[config.mk]
export PLATFORM = sky130hd
export DESIGN_NAME = e1li_line_if
export DESIGN_NICKNAME = d
export VERILOG_FILES = /design/src/hdl/e1li_pkg.sv /design/src/hdl/e1li_line_if.sv
export SDC_FILE = /design/constraint.sdc
export NUM_CORES = 1
export LEC_CHECK = 0
export BUFFER_PORTS_ARGS = -buffer_cell sky130_fd_sc_hd__buf_4
export CAP_MARGIN = 15
export CELL_PAD_IN_SITES_DETAIL_PLACEMENT = 0
export CELL_PAD_IN_SITES_GLOBAL_PLACEMENT = 1
export CORE_UTILIZATION = 38
export DETAILED_ROUTE_END_ITERATION = 7
export MAX_ROUTING_LAYER = met4
export PLACE_DENSITY_LB_ADDON = 0.1
export SETUP_SLACK_MARGIN = 0.1
export SYNTH_ARGS = -nofsm -noshare
export SYNTH_HDL_FRONTEND = slang
export SYNTH_SLANG_ARGS = --single-unit
[constraint.sdc]
create_clock -name sys_clk -period 2.6 [get_ports sys_clk]
set_input_delay 0 -clock sys_clk [delete_from_list [all_inputs] [get_ports sys_clk]]
set_output_delay 0 -clock sys_clk [all_outputs]
set_load 0.02 [all_outputs]
[src/hdl/e1li_pkg.sv]
// e1li_pkg: constants and types for the e1 line-side interface
`default_nettype none
package e1li_pkg;
  // clock rates and link timing
  localparam int unsigned SYS_CLK_KHZ = 100000;
  localparam int unsigned LINE_CLK_KHZ = 2048;
  localparam int unsigned TX_FS_PERIOD_MS = 2;
  localparam int unsigned MF_BITS = LINE_CLK_KHZ * TX_FS_PERIOD_MS;
  localparam int unsigned MF_CNT_W = $clog2(MF_BITS);
  localparam int unsigned ACC_W = 24;
  localparam logic [ACC_W-1:0] TX_ACC_INC =
    ACC_W'((64'(LINE_CLK_KHZ) << ACC_W) / 64'(SYS_CLK_KHZ));

  // register indices; byte address is four times the index
  localparam logic [11:0] IDX_CTRL1 = 12'h000;
  localparam logic [11:0] IDX_CTRL2 = 12'h001;
  localparam logic [11:0] IDX_FSYNC = 12'h006;
  localparam logic [11:0] IDX_CVCNT = 12'h010;
  localparam logic [11:0] IDX_STAT = 12'h011;
  localparam logic [11:0] IDX_MASK = 12'h012;
  localparam logic [11:0] IDX_ISUM = 12'h00e;
  localparam logic [3:0] CH_COMMON = 4'h0;

  // field positions
  localparam int unsigned B_RAIL = 7;
  localparam int unsigned B_GP = 6;
  localparam int unsigned B_RX_INV = 0;
  localparam int unsigned B_TX_INV = 5;
  localparam int unsigned B_RX_EDGE = 6;
  localparam int unsigned B_TX_EDGE = 7;
  localparam int unsigned B_TX_FS = 0;
  localparam int unsigned B_RX_FS = 1;
  localparam int unsigned EV_W = 3;
  localparam int unsigned EV_VIOL = 0;
  localparam int unsigned EV_RX_FAST_SYNC_ENABLE = 1;
  localparam int unsigned EV_CVSAT = 2;

  // reset values
  localparam logic [7:0] CTRL1_RST = 8'h80;
  localparam logic [7:0] CTRL2_RST = 8'hc0;
  localparam logic [7:0] FSYNC_RST = 8'h00;
  localparam logic [EV_W-1:0] MASK_RST = 3'h0;

  typedef struct packed {
    logic rail_mode;
    logic gp_output_value;
    logic rx_nrz_invert;
    logic tx_nrz_invert;
    logic rx_clock_edge_select;
    logic tx_clock_edge_select;
    logic rx_fast_sync_enable;
    logic tx_fast_sync_enable;
  } e1li_cfg_t;

  typedef struct packed {
    logic pos;
    logic neg;
  } e1li_rails_t;
endpackage : e1li_pkg
`default_nettype wire
[src/hdl/e1li_line_if.sv]
// e1li_line_if: one channel of the e1 line-side interface with apb registers
//
// Function
// rail mode set: receive positive rail high marks a positive line pulse
// rail mode: receive negative rail high marks a negative line pulse
// rail mode clear: nrz mode, first receive pin carries active-high data
// receive nrz invert set: receive nrz data taken as active low
// nrz, rx fast sync off: second pin high bumps 16-bit violation counter
// external violation sampled on rising receive line clock edges
// nrz, rx fast sync on: pulse on second pin marks multiframe bit 256
// receive line clock edge chosen by rx edge bit, one means rising
// rail mode: transmit positive rail high for each positive pulse
// rail mode: transmit negative rail high for each negative pulse
// nrz: transmit data active high, inverted when transmit invert set
// nrz, tx fast sync off: gp value shifted out on rising tx clock edges
// nrz, tx fast sync on: pulse every 2 ms at multiframe bit 256
// 2048 khz transmit clock output, launch edge chosen by tx edge bit
// top address hex digit selects channel, zero selects shared bits
// receive line signals synchronised into sys_clk before use
`timescale 1ns/1ps
`default_nettype none
module e1li_line_if
  import e1li_pkg::*;
#(
  parameter logic [3:0] CH_NUM = 4'h1,
  parameter int unsigned CV_W = 16
)(
  input wire logic sys_clk, // system clock, 100 mhz
  input wire logic resetn, // async reset, active low
  input wire logic psel, // apb select
  input wire logic penable, // apb enable
  input wire logic pwrite, // apb write
  input wire logic [15:0] paddr, // apb byte address
  input wire logic [31:0] pwdata, // apb write data
  output logic [31:0] prdata, // apb read data
  output logic pready, // apb ready
  output logic pslverr, // apb error on unmapped address
  output logic irq, // level interrupt, active high
  input wire logic rx_line_clock, // recovered 2048 khz receive clock
  input wire logic rx_pos_rail, // positive rail, or rx_nrz_data
  input wire logic rx_neg_rail, // negative rail, rx_ext_violation or rx_fast_sync_in
  output logic tx_line_clock, // generated 2048 khz transmit clock
  output logic tx_pos_rail, // positive rail, or tx_nrz_data
  output logic tx_neg_rail, // negative rail, tx_gp_output or tx_fast_sync_out
  output logic rx_valid, // pulse: new received bit on rx_bit
  output e1li_rails_t rx_bit, // received rails, nrz data on pos
  output logic rx_fs_pulse, // pulse: receive fast sync seen
  output logic tx_bit_req, // pulse: tx_bit taken, offer the next
  input wire e1li_rails_t tx_bit // bit to send, sys_clk domain
);

  if (CH_NUM < 4'h1 || CH_NUM > 4'h4)
    $error("CH_NUM must be 1 to 4");
  if (CV_W < 1 || CV_W > 32)
    $error("CV_W must be 1 to 32");

  // ----------------------------------------
  // configuration registers and apb slave
  // ----------------------------------------
  e1li_cfg_t cfg_q, cfg_d;
  logic [EV_W-1:0] stat_q, stat_d, mask_q, mask_d;
  logic [31:0] prdata_q, prdata_d;
  logic pready_q, pready_d, pslverr_q, pslverr_d, irq_q, irq_d;
  logic [CV_W-1:0] cv_q, cv_d;
  logic [EV_W-1:0] ev;
  logic [11:0] idx;
  logic own_ch, common, hit, setup, commit;

  assign idx = paddr[13:2];
  assign own_ch = idx[11:8] == CH_NUM;
  assign common = idx[11:8] == CH_COMMON;
  assign setup = psel && !penable;
  assign commit = psel && penable && pready_q;

  always_comb
  begin
    hit = 1'b1;
    prdata_d = prdata_q;
    if (own_ch && idx[7:0] == IDX_CTRL1[7:0])
      prdata_d = {24'h0, cfg_q.rail_mode, cfg_q.gp_output_value, 6'h0};
    else if (own_ch && idx[7:0] == IDX_CTRL2[7:0])
      prdata_d = {24'h0, cfg_q.tx_clock_edge_select, cfg_q.rx_clock_edge_select,
                  cfg_q.tx_nrz_invert, 4'h0, cfg_q.rx_nrz_invert};
    else if (own_ch && idx[7:0] == IDX_FSYNC[7:0])
      prdata_d = {30'h0, cfg_q.rx_fast_sync_enable, cfg_q.tx_fast_sync_enable};
    else if (own_ch && idx[7:0] == IDX_CVCNT[7:0])
      prdata_d = 32'(cv_q);
    else if (own_ch && idx[7:0] == IDX_STAT[7:0])
      prdata_d = 32'(stat_q);
    else if (own_ch && idx[7:0] == IDX_MASK[7:0])
      prdata_d = 32'(mask_q);
    else if (common && idx == IDX_ISUM)
      prdata_d = 32'(irq_q) << (CH_NUM - 4'h1);
    else
    begin
      hit = 1'b0;
      prdata_d = 32'h0;
    end
    if (!setup || pwrite)
      prdata_d = setup ? 32'h0 : prdata_q;
    pready_d = setup;
    pslverr_d = setup ? !hit : 1'b0;
  end

  always_comb
  begin
    cfg_d = cfg_q;
    mask_d = mask_q;
    if (commit && pwrite && !pslverr_q && own_ch)
    begin
      if (idx[7:0] == IDX_CTRL1[7:0])
      begin
        cfg_d.rail_mode = pwdata[B_RAIL];
        cfg_d.gp_output_value = pwdata[B_GP];
      end
      if (idx[7:0] == IDX_CTRL2[7:0])
      begin
        cfg_d.rx_nrz_invert = pwdata[B_RX_INV];
        cfg_d.tx_nrz_invert = pwdata[B_TX_INV];
        cfg_d.rx_clock_edge_select = pwdata[B_RX_EDGE];
        cfg_d.tx_clock_edge_select = pwdata[B_TX_EDGE];
      end
      if (idx[7:0] == IDX_FSYNC[7:0])
      begin
        cfg_d.rx_fast_sync_enable = pwdata[B_RX_FS];
        cfg_d.tx_fast_sync_enable = pwdata[B_TX_FS];
      end
      if (idx[7:0] == IDX_MASK[7:0])
        mask_d = pwdata[EV_W-1:0];
    end
    // a read clears status; an event in the same cycle survives
    stat_d = stat_q;
    if (commit && !pwrite && own_ch && idx[7:0] == IDX_STAT[7:0])
      stat_d = '0;
    stat_d = stat_d | ev;
    irq_d = |(stat_d & mask_d);
  end

  always_ff @(posedge sys_clk or negedge resetn)
  begin
    if (!resetn)
    begin
      cfg_q <= e1li_cfg_t'({CTRL1_RST[B_RAIL], CTRL1_RST[B_GP], CTRL2_RST[B_RX_INV],
                            CTRL2_RST[B_TX_INV], CTRL2_RST[B_RX_EDGE],
                            CTRL2_RST[B_TX_EDGE], FSYNC_RST[B_RX_FS],
                            FSYNC_RST[B_TX_FS]});
      mask_q <= MASK_RST;
      stat_q <= '0;
      irq_q <= 1'b0;
      prdata_q <= 32'h0;
      pready_q <= 1'b0;
      pslverr_q <= 1'b0;
    end
    else
    begin
      cfg_q <= cfg_d;
      mask_q <= mask_d;
      stat_q <= stat_d;
      irq_q <= irq_d;
      prdata_q <= prdata_d;
      pready_q <= pready_d;
      pslverr_q <= pslverr_d;
    end
  end

  assign prdata = prdata_q;
  assign pready = pready_q;
  assign pslverr = pslverr_q;
  assign irq = irq_q;

  // ----------------------------------------
  // receive side
  // ----------------------------------------
  // clock and data pass the same two stages, so their skew is kept
  logic [2:0] rclk_s_q, rclk_s_d;
  logic [1:0] rpos_s_q, rpos_s_d, rneg_s_q, rneg_s_d;
  logic rneg_prev_q, rneg_prev_d;
  logic rx_valid_q, rx_valid_d, rx_fs_q, rx_fs_d;
  e1li_rails_t rx_bit_q, rx_bit_d;
  logic r_rise, r_fall, r_take, nrz_mode, viol_hit;

  assign rclk_s_d = {rclk_s_q[1:0], rx_line_clock};
  assign rpos_s_d = {rpos_s_q[0], rx_pos_rail};
  assign rneg_s_d = {rneg_s_q[0], rx_neg_rail};
  assign r_rise = rclk_s_q[1] && !rclk_s_q[2];
  assign r_fall = !rclk_s_q[1] && rclk_s_q[2];
  assign r_take = cfg_q.rx_clock_edge_select ? r_rise : r_fall;
  assign nrz_mode = !cfg_q.rail_mode;
  // violation is a rising-edge sample, counted once per line clock cycle
  assign viol_hit = nrz_mode && !cfg_q.rx_fast_sync_enable
                    && r_rise && rneg_s_q[1];

  always_comb
  begin
    rx_valid_d = r_take;
    rx_bit_d = rx_bit_q;
    rneg_prev_d = rneg_prev_q;
    if (r_take)
    begin
      if (cfg_q.rail_mode)
      begin
        rx_bit_d.pos = rpos_s_q[1];
        rx_bit_d.neg = rneg_s_q[1];
      end
      else
      begin
        rx_bit_d.pos = rpos_s_q[1] ^ cfg_q.rx_nrz_invert;
        rx_bit_d.neg = 1'b0;
      end
      rneg_prev_d = rneg_s_q[1];
    end
    // fast sync marks multiframe bit 256 on the leading edge of its pulse
    rx_fs_d = nrz_mode && cfg_q.rx_fast_sync_enable && r_take
              && rneg_s_q[1] && !rneg_prev_q;
    cv_d = cv_q;
    if (viol_hit && cv_q != {CV_W{1'b1}})
      cv_d = cv_q + CV_W'(1);
    ev = '0;
    ev[EV_VIOL] = viol_hit;
    ev[EV_RX_FAST_SYNC_ENABLE] = rx_fs_d;
    ev[EV_CVSAT] = viol_hit && cv_q == {CV_W{1'b1}};
  end

  always_ff @(posedge sys_clk or negedge resetn)
  begin
    if (!resetn)
    begin
      rclk_s_q <= '0;
      rpos_s_q <= '0;
      rneg_s_q <= '0;
      rneg_prev_q <= 1'b0;
      rx_valid_q <= 1'b0;
      rx_bit_q <= '0;
      rx_fs_q <= 1'b0;
      cv_q <= '0;
    end
    else
    begin
      rclk_s_q <= rclk_s_d;
      rpos_s_q <= rpos_s_d;
      rneg_s_q <= rneg_s_d;
      rneg_prev_q <= rneg_prev_d;
      rx_valid_q <= rx_valid_d;
      rx_bit_q <= rx_bit_d;
      rx_fs_q <= rx_fs_d;
      cv_q <= cv_d;
    end
  end

  assign rx_valid = rx_valid_q;
  assign rx_bit = rx_bit_q;
  assign rx_fs_pulse = rx_fs_q;

  // ----------------------------------------
  // transmit side
  // ----------------------------------------
  // phase accumulator: 2048 khz is no integer divide of sys_clk, so edges
  // jitter by one sys_clk period; the truncated increment runs about 2.3 hz slow
  logic [ACC_W-1:0] acc_q, acc_d;
  logic [MF_CNT_W-1:0] tbit_q, tbit_d;
  logic tclk_q, tpos_q, tpos_d, tneg_q, tneg_d, treq_q, treq_d;
  logic t_rise, t_fall, t_launch;

  always_comb
  begin
    acc_d = acc_q + TX_ACC_INC;
    t_rise = !acc_q[ACC_W-1] && acc_d[ACC_W-1];
    t_fall = acc_q[ACC_W-1] && !acc_d[ACC_W-1];
    t_launch = cfg_q.tx_clock_edge_select ? t_rise : t_fall;
    tpos_d = tpos_q;
    tneg_d = tneg_q;
    tbit_d = tbit_q;
    treq_d = t_launch;
    if (t_launch)
    begin
      tbit_d = tbit_q + MF_CNT_W'(1);
      if (cfg_q.rail_mode)
      begin
        tpos_d = tx_bit.pos;
        tneg_d = tx_bit.neg;
      end
      else
      begin
        tpos_d = (tx_bit.pos | tx_bit.neg) ^ cfg_q.tx_nrz_invert;
        if (cfg_q.tx_fast_sync_enable)
          tneg_d = tbit_q == MF_CNT_W'(MF_BITS - 1);
      end
    end
    // general-purpose value always moves on the rising edge
    if (nrz_mode && !cfg_q.tx_fast_sync_enable && t_rise)
      tneg_d = cfg_q.gp_output_value;
  end

  always_ff @(posedge sys_clk or negedge resetn)
  begin
    if (!resetn)
    begin
      acc_q <= '0;
      tclk_q <= 1'b0;
      tbit_q <= '0;
      tpos_q <= 1'b0;
      tneg_q <= 1'b0;
      treq_q <= 1'b0;
    end
    else
    begin
      acc_q <= acc_d;
      tclk_q <= acc_d[ACC_W-1];
      tbit_q <= tbit_d;
      tpos_q <= tpos_d;
      tneg_q <= tneg_d;
      treq_q <= treq_d;
    end
  end

  assign tx_line_clock = tclk_q;
  assign tx_pos_rail = tpos_q;
  assign tx_neg_rail = tneg_q;
  assign tx_bit_req = treq_q;

  // helper: cycles that the transmit clock has held its level; bounds the
  // half period from above, tx_clk_a bounds the high half from below
  localparam int unsigned HALF_MAX = ((1 << (ACC_W - 1)) + TX_ACC_INC - 1) / TX_ACC_INC;
  logic [5:0] thalf_q, thalf_d;

  always_comb
  begin
    thalf_d = thalf_q + 6'h1;
    if (tclk_q != acc_d[ACC_W-1])
      thalf_d = '0;
  end

  always_ff @(posedge sys_clk or negedge resetn)
  begin
    if (!resetn)
      thalf_q <= '0;
    else
      thalf_q <= thalf_d;
  end
endmodule : e1li_line_if
`default_nettype wire

==> summary.md, run 1 <==
| Metric | Value |
|---|---|
| Setup TNS | `0 ns` |
| Post-synth EDFFs | `0` |
| Worst setup path class | `reg -> reg` |
| Clock sink count | `100` |
| Max H-tree Level | `3` |
| Status | `finished with violations` |
| Bufs on Longest Clock Path | `2` |
| Final Hold Vio Count | `0` |
| Placed Area | `around 5200 µm²` |
| Fillcell total | `approximately 1,000` |
| Synth async-reset ratio | `1.00` |
| Synth top cells by count | `dfrtp_1 (97), nand2_1 (31), xnor2_1 (31), nor2_1 (27), nand4_1 (20)` |
| Hold crit path type | `in -> reg` |
| Share of layout cells above drive strength 1 | `0.227` |
| Initial antenna violation count | `0` |
| First-pass GRT wire length | `around 16,000 µm` |
| R2r setup slk | `between 0.2 and 0.25 ns` |
| Hold depth | `4` |
| CTS tree | `yes` |
| Largest fanout on the critical path | `5` |
| MaxCap Viol Count | `0` |
| Initial DRT Pass Iterations | `6` |
| Avg WL per Cell | `14.7 µm` |
| Finished Layout Cells | `between 600 and 700` |
| Final core occ | `0.490` |
| Crit path from | `acc_q[12]` |
| Min-Delay Startpoint | `pwdata[2]` |
| Most common cell in the netlist | `dfrtp_1` |
| WP data required | `approximately 2.9 ns` |
| Crit path launch type | `flop` |
| Setup slack after layout | `about 0.21 ns` |
| CTS Root Cell | `clkbuf_16` |
| Switch Pwr | `~780 µW` |
| Area of the mapped netlist | `~4600 µm²` |
| Chip height | `between 100 and 150 µm` |
| Max IR drop VDD | `0.440 mV` |
| Syn Inst Count | `400` |
| Seq cells post-synth | `100` |
| Placeable Area | `~12,000 µm²` |
| RSZ-0062 raised after global routing | `no` |
| Yosys top cell area share | `0.531` |
| Die width | `about 110 µm` |
| Die ar. | `approximately 12,000 µm²` |
| DP Worst Slack | `approximately 0.11 ns` |
| DRC violations left | `5` |
| R2R depth | `12` |
| Total number of vias | `approximately 3,100` |
| Placed Cells | `599` |
| Yosys warnings | `0` |
| Largest net degree at the start of global routing | `57` |
| R2r endpoint | `tbit_q[9]` |
| Vias in the first global route | `3,092` |
| Nets@finish | `around 550` |
| GP Congestion | `a little under 0.8` |
| Vias per inst | `4.98` |
| Rows | `39` |
| Worst R2R Start | `acc_q[12]` |
| Synth area leaders | `dfrtp_1 (53%), xnor2_1 (5.9%), xor2_1 (2.9%), nand4_1 (2.7%), buf_4 (2.6%)` |
| Hold EP | `mask_q[2]` |
| Area added between synthesis and finish | `23.9%` |
| Antenna diodes | `0` |
| Starting Density | `0.396` |
| CP Capture Type | `flop` |
| Sequential share of power | `0.486` |
| Max-slew violation count | `0` |
| Hold slack | `between 0.02 and 0.025 ns` |
| Overall fraction of global-route tracks in use | `0.166` |
| Fin crit share | `0.918` |
| Total power | `around 3.4 mW` |
| Yosys cell types | `between 60 and 70` |
| Tmin final | `2.39 ns` |
| Rel. slew slack | `0.576` |
| Clk Latency, worst-skew pair | `0.35 ns` |
| Failing checks | `design-rule violations` |
| Num CTS Buffers | `9` |
| Final Cell Area | `5670 µm²` |
| Grt total ovfl | `0` |
| IO buf count | `54` |
| Clk slew on worst S/H paths | `around 0.07 ns` |
| Sw Ratio | `0.228` |
| Pwr Density | `between 600 and 700 nW/µm²` |
| Area leader, netlist | `dfrtp_1` |
| Worst-Margin Slew | `roughly 0.63 ns` |
| Comb power frac | `0.074` |
| Clock power share | `0.440` |
| Worst-case clock skew | `between 0.008 and 0.009 ns` |
| Pint | `~2.7 mW` |
| Final setup viols | `0` |
| Leak pwr | `around 2.6 nW` |
| Post-DRT Antenna Nets | `0` |
| Main flop type after synthesis | `dfrtp_1` |
| Worst path arrival time | `roughly 2.7 ns` |
| Detailed Route WL | `slightly above 9000 µm` |
| Detail Placement HPWL | `about 6700 µm` |
| Syn Area/Cell | `between 10 and 15 µm²` |
| Register area share after synthesis | `0.548` |
| Iter 0 DRT Violations | `99` |
| Achievable frequency | `between 400 and 500 MHz` |
| Io pins | `between 100 and 150` |
cell type report:
type	count	area, µm²	area share
Sequential cell	100	2510	0.442
Multi-Input combinational cell	278	1950	0.344
Timing Repair Buffer	80	643	0.113
Clock buffer	9	225	0.0397
Tap cell	143	179	0.0316
Clock inverter	7	115	0.0203
Inverter	14	52.6	0.00927
cell families (layout without fill, tap and decap cells):
kind of cell    Yosys count  count (layout)  synth area share
simple gates            133             133             0.159
compound gates           59              59            0.0998
fa+ha+maj                 5               5            0.0137
mux                      19              19            0.0454
xor+xnor                 46              46            0.0881
flops                   100             100             0.548
buf+inv                  37             110            0.0454
other cells               1              16          0.000820
worst max-delay path by stage:
stage | endpoint | depth (start not counted)
2_1_floorplan | tbit_q[9] | 12
3_3_place_gp | tbit_q[9] | 12
3_5_place_dp | tbit_q[9] | 12
4_1_cts | tbit_q[9] | 12
5_1_grt | tbit_q[9] | 12
6_report | tbit_q[9] | 12
what timing repair did:
item	in CTS	in global routing
endpoints found under the setup margin	0	7
setup buffers	0	4
gates resized for setup	0	6
hold buffers	12	0
endpoints found under the hold margin	61	0
worst max-delay path: stages (launching register included):
cell      delay, ns
dfrtp_1        0.39
or4_4          0.56
nor2_4         0.10
o211ai_1       0.11
nand2_1        0.14
nor2_2         0.06
ha_1           0.20
mux2i_4        0.17
inv_2          0.08
nand4_1        0.21
nor2_2         0.09
nand3_1        0.10
xnor2_1        0.11
power groups by stage:
| stage | Combinational, mW | Sequential, mW | Clock [mW] |
|---|---|---|---|
| after floorplan | 0.147 | 1.69 | 0 |
| after global placement | 0.241 | 1.70 | 0 |
| after detailed placement | 0.243 | 1.70 | 0 |
| after CTS | 0.258 | 1.67 | 1.57 |
| after global routing | 0.284 | 1.68 | 1.62 |
| final | 0.253 | 1.67 | 1.51 |
cell usage in the layout, fill, tap and decap left out, types with 4 or more instances in the layout:
master         instances
nor2_1                24
conb_1                16
ha_1                   4
nand2b_1               5
mux2_1                 4
xor2_1                15
dlygate4sd3_1         12
nand2_1               31
o21ai_0                8
inv_1                 13
xnor2_1               31
dfrtp_1               97
mux2i_1                4
mux2_2                10
nor3_1                12
a21oi_1                5
nand3_1               11
a22o_1                11
nand4_1               20
buf_4                 67
a31oi_1                4
clkbuf_16              9
routing by layer:
layer	track usage	wire (µm)
met3	0.0506	394
met4	0.0486	92
met5	-	0
met2	0.245	4380
met1	0.219	4390
flip-flops by register name (all words and copies together), names as in the netlist, 2 cells and up:
name and flops:
acc_q 24, rclk_s_q 3, cv_q 16, mask_q 3, rx_bit 2, prdata 16, tbit_q 12, stat_q 3
cfg_q 8, rpos_s_q 2, rneg_s_q 2
Power figures use the tool's default switching activity.
==> run 2: changes to the inputs <==
Clock period 2.6 ns to 2.17 ns, I/O delays scaled along.
==> summary.md, run 2 (synthesis results as in run 1) <==
| Metric | Value |
|---|---|
| Most frequent cells in the layout | `dfrtp_1 (97), buf_4 (86), xnor2_1 (28), nand2_1 (28), nor2_1 (21)` |
| Clock power share | `0.411 (-0.029)` |
| Finished Layout Cells | `662 (+4.9%)` |
| Largest register by flop count | `acc_q` |
| Largest net degree at the start of global routing | `101 (+77%)` |
| Worst-Margin Slew | `0.572 ns (-0.0609 ns)` |
| Rows | `39 (unchanged)` |
| Leak pwr | `2.77 nW (+7.1%)` |
| Hold slack | `0.0550 ns (+0.0348 ns)` |
| Tmin final | `2.31 ns (-0.0817 ns)` |
| Total power | `4.00 mW (+17%)` |
| Largest fanout on the critical path | `4 (-1)` |
| R2R depth | `12 (unchanged)` |
| Switch Pwr | `1.00 mW (+28%)` |
| Nets@finish | `577 (+5.7%)` |
| Detail Placement HPWL | `6750 µm (+1.5%)` |
| Final core occ | `0.518 (+0.0280)` |
| Area added between synthesis and finish | `31.0%` |
| Placed Area | `5310 µm² (+2.8%)` |
| Die width | `112 µm (unchanged)` |
| Share of layout cells above drive strength 1 | `0.306 (+0.0789)` |
| Num CTS Buffers | `9 (unchanged)` |
| Initial antenna violation count | `0 (unchanged)` |
| Final setup viols | `11 (+11)` |
| Initial DRT Pass Iterations | `6 (unchanged)` |
| First-pass GRT wire length | `16,700 µm (+6.8%)` |
| Sw Ratio | `0.250 (+0.0217)` |
| Placeable Area | `11,600 µm² (unchanged)` |
| Failing checks | `design-rule violations, negative setup slack` |
| Worst path arrival time | `2.58 ns (-0.08 ns)` |
| CTS tree | `yes` |
| CP Capture Type | `flop` |
| Die ar. | `12,500 µm² (unchanged)` |
| GP Congestion | `0.813 (+2.5%)` |
| Max H-tree Level | `3 (unchanged)` |
| Post-DRT Antenna Nets | `0 (unchanged)` |
| Crit path launch type | `flop` |
| Setup TNS | `-0.762 ns (-0.762 ns)` |
| Io pins | `101 (unchanged)` |
| Commonest non-fill, non-tap cell in the layout | `dfrtp_1` |
| Vias in the first global route | `3,425 (+11%)` |
| Vias per inst | `5.01 (+0.63%)` |
| Hold crit path type | `in -> reg` |
| RSZ-0062 raised after global routing | `yes` |
| Hold depth | `4 (unchanged)` |
| Starting Density | `0.396 (unchanged)` |
| Pwr Density | `668 nW/µm² (+10%)` |
| Max IR drop VDD | `0.608 mV (+38%)` |
| Clk slew on worst S/H paths | `0.07 ns (about the same)` |
| Sequential share of power | `0.492 (+0.006)` |
| Chip height | `112 µm (unchanged)` |
| IO buf count | `54 (unchanged)` |
| WP data required | `2.44 ns (-0.43 ns)` |
| Avg WL per Cell | `14.9 µm (+1.4%)` |
| Worst setup path class | `reg -> reg` |
| DP Worst Slack | `-0.0943 ns (-0.203 ns)` |
| Clk Latency, worst-skew pair | `0.35 ns (about the same)` |
| Iter 0 DRT Violations | `123 (+24%)` |
| Setup slack after layout | `-0.136 ns (-0.348 ns)` |
| Antenna diodes | `0 (unchanged)` |
| Detailed Route WL | `9850 µm (+6.4%)` |
| Max-slew violation count | `0 (unchanged)` |
| Max reg flops | `24 (unchanged)` |
| Overall fraction of global-route tracks in use | `0.178 (+0.0119)` |
| Comb power frac | `0.097 (+0.023)` |
| Total number of vias | `3,316 (+5.6%)` |
| Achievable frequency | `434 MHz (+3.5%)` |
| CTS Root Cell | `clkbuf_16` |
| Status | `finished with violations` |
| Worst-case clock skew | `0.00861 ns (+0.000298 ns)` |
| Final Hold Vio Count | `0 (unchanged)` |
| Rel. slew slack | `0.615 (+0.0392)` |
| Placed Cells | `616 (+2.8%)` |
| Pint | `3.00 mW (+13%)` |
| Final Cell Area | `5990 µm² (+5.7%)` |
| Fin crit share | `1.06 (+0.144)` |
| Grt total ovfl | `0 (unchanged)` |
| DRC violations left | `9 (+4)` |
| MaxCap Viol Count | `0 (unchanged)` |
| Clock sink count | `100 (unchanged)` |
| Bufs on Longest Clock Path | `2 (unchanged)` |
==> run 2: final timing paths <==
path	startpoint	to	slack, ns
setup / recovery	acc_q[11]	tbit_q[9]	-0.14
hold / removal	pwdata[2]	mask_q[2]	0.06
setup reg to reg	acc_q[11]	tbit_q[9]	-0.14
hold reg to reg	rpos_s_q[0]	rpos_s_q[1]	0.35
max in group asynchronous	resetn	cfg_q[3]	1.51
min in group asynchronous	resetn	prdata[15]	0.25
==> run 2: area by class of cell <==
| class | instances | area [µm²] |
|---|---|---|
| Timing Repair Buffer | 111 | 921 |
| Clock inverter | 7 | 85.1 |
| Inverter | 14 | 52.6 |
| Sequential cell | 100 | 2510 |
| Multi-Input combinational cell | 278 | 2020 |
| Fill cell | 1052 | 5570 |
| Clock buffer | 9 | 225 |
| Tap cell | 143 | 179 |
==> run 2: power groups by stage <==
stage	Clock, mW	Combinational, mW	Sequential [mW]
2_1_floorplan	0	0.176	2.03
3_3_place_gp	0	0.371	2.01
3_5_place_dp	0	0.376	2.01
4_1_cts	1.71	0.395	1.97
5_1_grt	1.78	0.430	1.98
6_report	1.64	0.389	1.97
==> run 2: repair_timing <==
item	CTS	global route
endpoints found under the hold margin	113	0
setup endpoints to repair	14	18
gates resized for setup	20	13
hold buffers	12	0
pin swaps	13	9
buffers inserted	16	4
==> run 2: metal layers <==
layer,vias up,track usage,wire length (µm)
met1,1609,0.223,4520
met2,62,0.281,4780
li1,1634,-,-
met3,11,0.0517,388
met5,-,-,0
met4,0,0.0477,152
==> run 2: worst max-delay path, stage by stage (launching register included) <==
cell	delay [ns]
dfrtp_1	0.38
or4_4	0.55
nor2_4	0.10
o211ai_1	0.12
nand2_1	0.12
nor2_2	0.05
ha_2	0.19
mux2i_4	0.17
inv_2	0.08
nand4_1	0.19
nor2_2	0.08
nand3_1	0.08
xnor2_1	0.11
==> run 3: changes to the inputs <==
Settings changed: CELL_PAD_IN_SITES_DETAIL_PLACEMENT 0 to unset, CELL_PAD_IN_SITES_GLOBAL_PLACEMENT 1 to unset, CORE_UTILIZATION 38 to 49, PLACE_DENSITY set to 0.81, PLACE_DENSITY_LB_ADDON 0.1 to unset, SLEW_MARGIN set to 5.
==> summary.md, run 3 (synthesis results as in run 1) <==
| Metric | Value |
|---|---|
| Overall fraction of global-route tracks in use | `0.222 (+0.0445)` |
| Detailed Route WL | `9750 µm (-1.1%)` |
| Placed Area | `5250 µm² (-1.1%)` |
| First-pass GRT wire length | `16,400 µm (-1.8%)` |
| Hold crit path type | `in -> reg` |
| Largest fanout on the critical path | `3 (-1)` |
| CP Capture Type | `flop` |
| Chip height | `98.6 µm (-12%)` |
| DRC violations left | `0 (-9)` |
| Failing checks | `negative setup slack` |
| Iter 0 DRT Violations | `214 (+74%)` |
| MaxCap Viol Count | `0 (unchanged)` |
| Die width | `98.6 µm (-12%)` |
| Area added between synthesis and finish | `25.6%` |
| Starting Density | `0.514 (+0.119)` |
| Largest net degree at the start of global routing | `63 (-38%)` |
| Worst path arrival time | `2.57 ns (about the same)` |
| Worst-Margin Slew | `0.781 ns (+0.208 ns)` |
| Bufs on Longest Clock Path | `2 (unchanged)` |
| Placeable Area | `8890 µm² (-23%)` |
| Die ar. | `9730 µm² (-22%)` |
| Io pins | `101 (unchanged)` |
| Setup slack after layout | `-0.114 ns (+0.0217 ns)` |
| Initial antenna violation count | `0 (unchanged)` |
| Crit path launch type | `flop` |
| Clock sink count | `100 (unchanged)` |
| Antenna diodes | `0 (unchanged)` |
| Avg WL per Cell | `15.7 µm (+5.8%)` |
| Final Cell Area | `5750 µm² (-4.1%)` |
| Max IR drop VDD | `0.447 mV (-27%)` |
| Leak pwr | `2.67 nW (-3.5%)` |
| Max-slew violation count | `0 (unchanged)` |
| Rows | `34 (-13%)` |
| Tmin final | `2.28 ns (-0.0217 ns)` |
| Placed Cells | `579 (-6.0%)` |
| Final setup viols | `10 (-1)` |
| Rel. slew slack | `0.480 (-0.136)` |
| Vias in the first global route | `3,432 (+0.20%)` |
| Most frequent cells in the layout | `dfrtp_1 (97), buf_4 (85), nand2_1 (29)` |
| Commonest non-fill, non-tap cell in the layout | `dfrtp_1` |
| RSZ-0062 raised after global routing | `yes` |
| CTS Root Cell | `clkbuf_8` |
| Num CTS Buffers | `9 (unchanged)` |
| Cell Chain, Critical Path | `or4_4, nor2_4, o211ai_1, nand2_1, nor2_2, ha_2, mux2i_4, inv_2, nand3_1, nor2_2, nand4_1, xnor2_1` |
| Total number of vias | `3,396 (+2.4%)` |
| Fillcell total | `686 (-35%)` |
| Pwr Density | `619 nW/µm² (-7.3%)` |
| Fin crit share | `1.05 (-0.0100)` |
| Share of layout cells above drive strength 1 | `0.284 (-0.0226)` |
| Total power | `3.56 mW (-11%)` |
| Max H-tree Level | `3 (unchanged)` |
| CP max stage cell | `or4_4` |
| Achievable frequency | `438 MHz (+0.95%)` |
| Grt total ovfl | `0 (unchanged)` |
| Detail Placement HPWL | `6790 µm (+0.51%)` |
| Multi-input gate area | `2020 µm² (-0.31%)` |
| Clk slew on worst S/H paths | `0.09 ns (+0.02 ns)` |
| IO buf count | `54 (unchanged)` |
| GP Congestion | `0.905 (+11%)` |
| Initial DRT Pass Iterations | `4 (-2)` |
| Vias per inst | `5.49 (+9.5%)` |
| Worst-case clock skew | `0.00706 ns (-0.00156 ns)` |
| Worst setup path class | `reg -> reg` |
| Largest register by flop count | `acc_q` |
| WP data required | `2.46 ns (+0.02 ns)` |
| Final Hold Vio Count | `0 (unchanged)` |
| Post-DRT Antenna Nets | `0 (unchanged)` |
| Clk Latency, worst-skew pair | `0.37 ns (+0.02 ns)` |
| Max reg flops | `24 (unchanged)` |
| CTS tree | `yes` |
| Most frequent cell on the critical path | `nor2_2` |
| Status | `finished with violations` |
| Finished Layout Cells | `619 (-6.5%)` |
| Slowest stage delay, CP | `0.55 ns (about the same)` |
| FF+latch area | `2510 µm² (unchanged)` |
| Nets@finish | `569 (-1.4%)` |
[run 3: cell count changes in the layout (fill, tap and decap cells not counted), sizes merged]
| cell | delta |
|---|---|
| buf | -10 |
| clkinvlp | -1 |
| inv | -1 |
| clkbuf | +2 |
| dlygate4sd3 | +2 |
[run 3: metal layers]
metal | track usage | vias up | wire [µm]
li1 | - | 1606 | -
met1 | 0.270 | 1682 | 4190
met2 | 0.376 | 90 | 5030
met3 | 0.0369 | 18 | 376
met4 | 0.0792 | 0 | 149
met5 | - | - | 0
[run 3: worst paths after layout]
kind / from / end / slack, ns / cells past startpoint
setup reg to reg: acc_q[10] / tbit_q[10] / -0.11 / 12
min in group asynchronous: resetn / tbit_q[4] / 0.25 / 2
setup / recovery: acc_q[10] / tbit_q[10] / -0.11 / 12
hold / removal: psel / stat_q[2] / 0.07 / 4
max in group asynchronous: resetn / mask_q[0] / 1.25 / 3
hold reg to reg: rclk_s_q[0] / rclk_s_q[1] / 0.36 / 0
[run 3: through the flow]
stage | utilization | worst slack, ns | setup TNS, ns | hold WS (ns)
floorplan | - | -0.200 | -1.34 | -0.296
global placement | 0.590 | -0.0272 | -0.0794 | 0.110
detailed placement | 0.590 | -0.111 | -0.667 | 0.112
CTS | 0.643 | -0.0806 | -0.588 | 0.0536
global route | 0.646 | -0.263 | -2.49 | 0.0800
finish | 0.646 | -0.114 | -0.890 | 0.0742
[run 3: area by class of cell]
type	count	area share
tap	108	0.0235
clock inverter	5	0.0105
multi-input combinational	278	0.351
inverter	14	0.00915
timing repair buffer	103	0.145
clock buffer	11	0.0246
sequential	100	0.436
[run 3: power by group]
group / leakage, nW / total [mW] / internal [mW] / switching [mW]
Sequential: 1.28 / 1.99 / 1.92 / 0.0701
Combinational: 1.29 / 0.355 / 0.158 / 0.197
Clock: 0.0999 / 1.21 / 0.570 / 0.642
Total: 2.67 / 3.56 / 2.65 / 0.909
[run 3: critical path, delay by kind of cell, from the launching register on]
kind                     cells  cell delay, ns
adder cells (fa/ha/maj)      1            0.19
multiplexers                 1            0.17
AO/OA/AOI/OAI                1            0.11
buffers and inverters        1            0.06
XOR/XNOR                     1            0.13
flip-flops                   1            0.39
AND/OR/NAND/NOR              7            1.17
[run 3: what timing repair did]
| action | 4_1_cts | 5_1_grt |
|---|---|---|
| setup endpoints to repair | 14 | 17 |
| cloned | 0 | 0 |
| hold buffers | 14 | 0 |
| resized for setup | 11 | 8 |
| setup buffers | 11 | 2 |
| endpoints found under the hold margin | 76 | 0 |
| pin swaps | 9 | 1 |
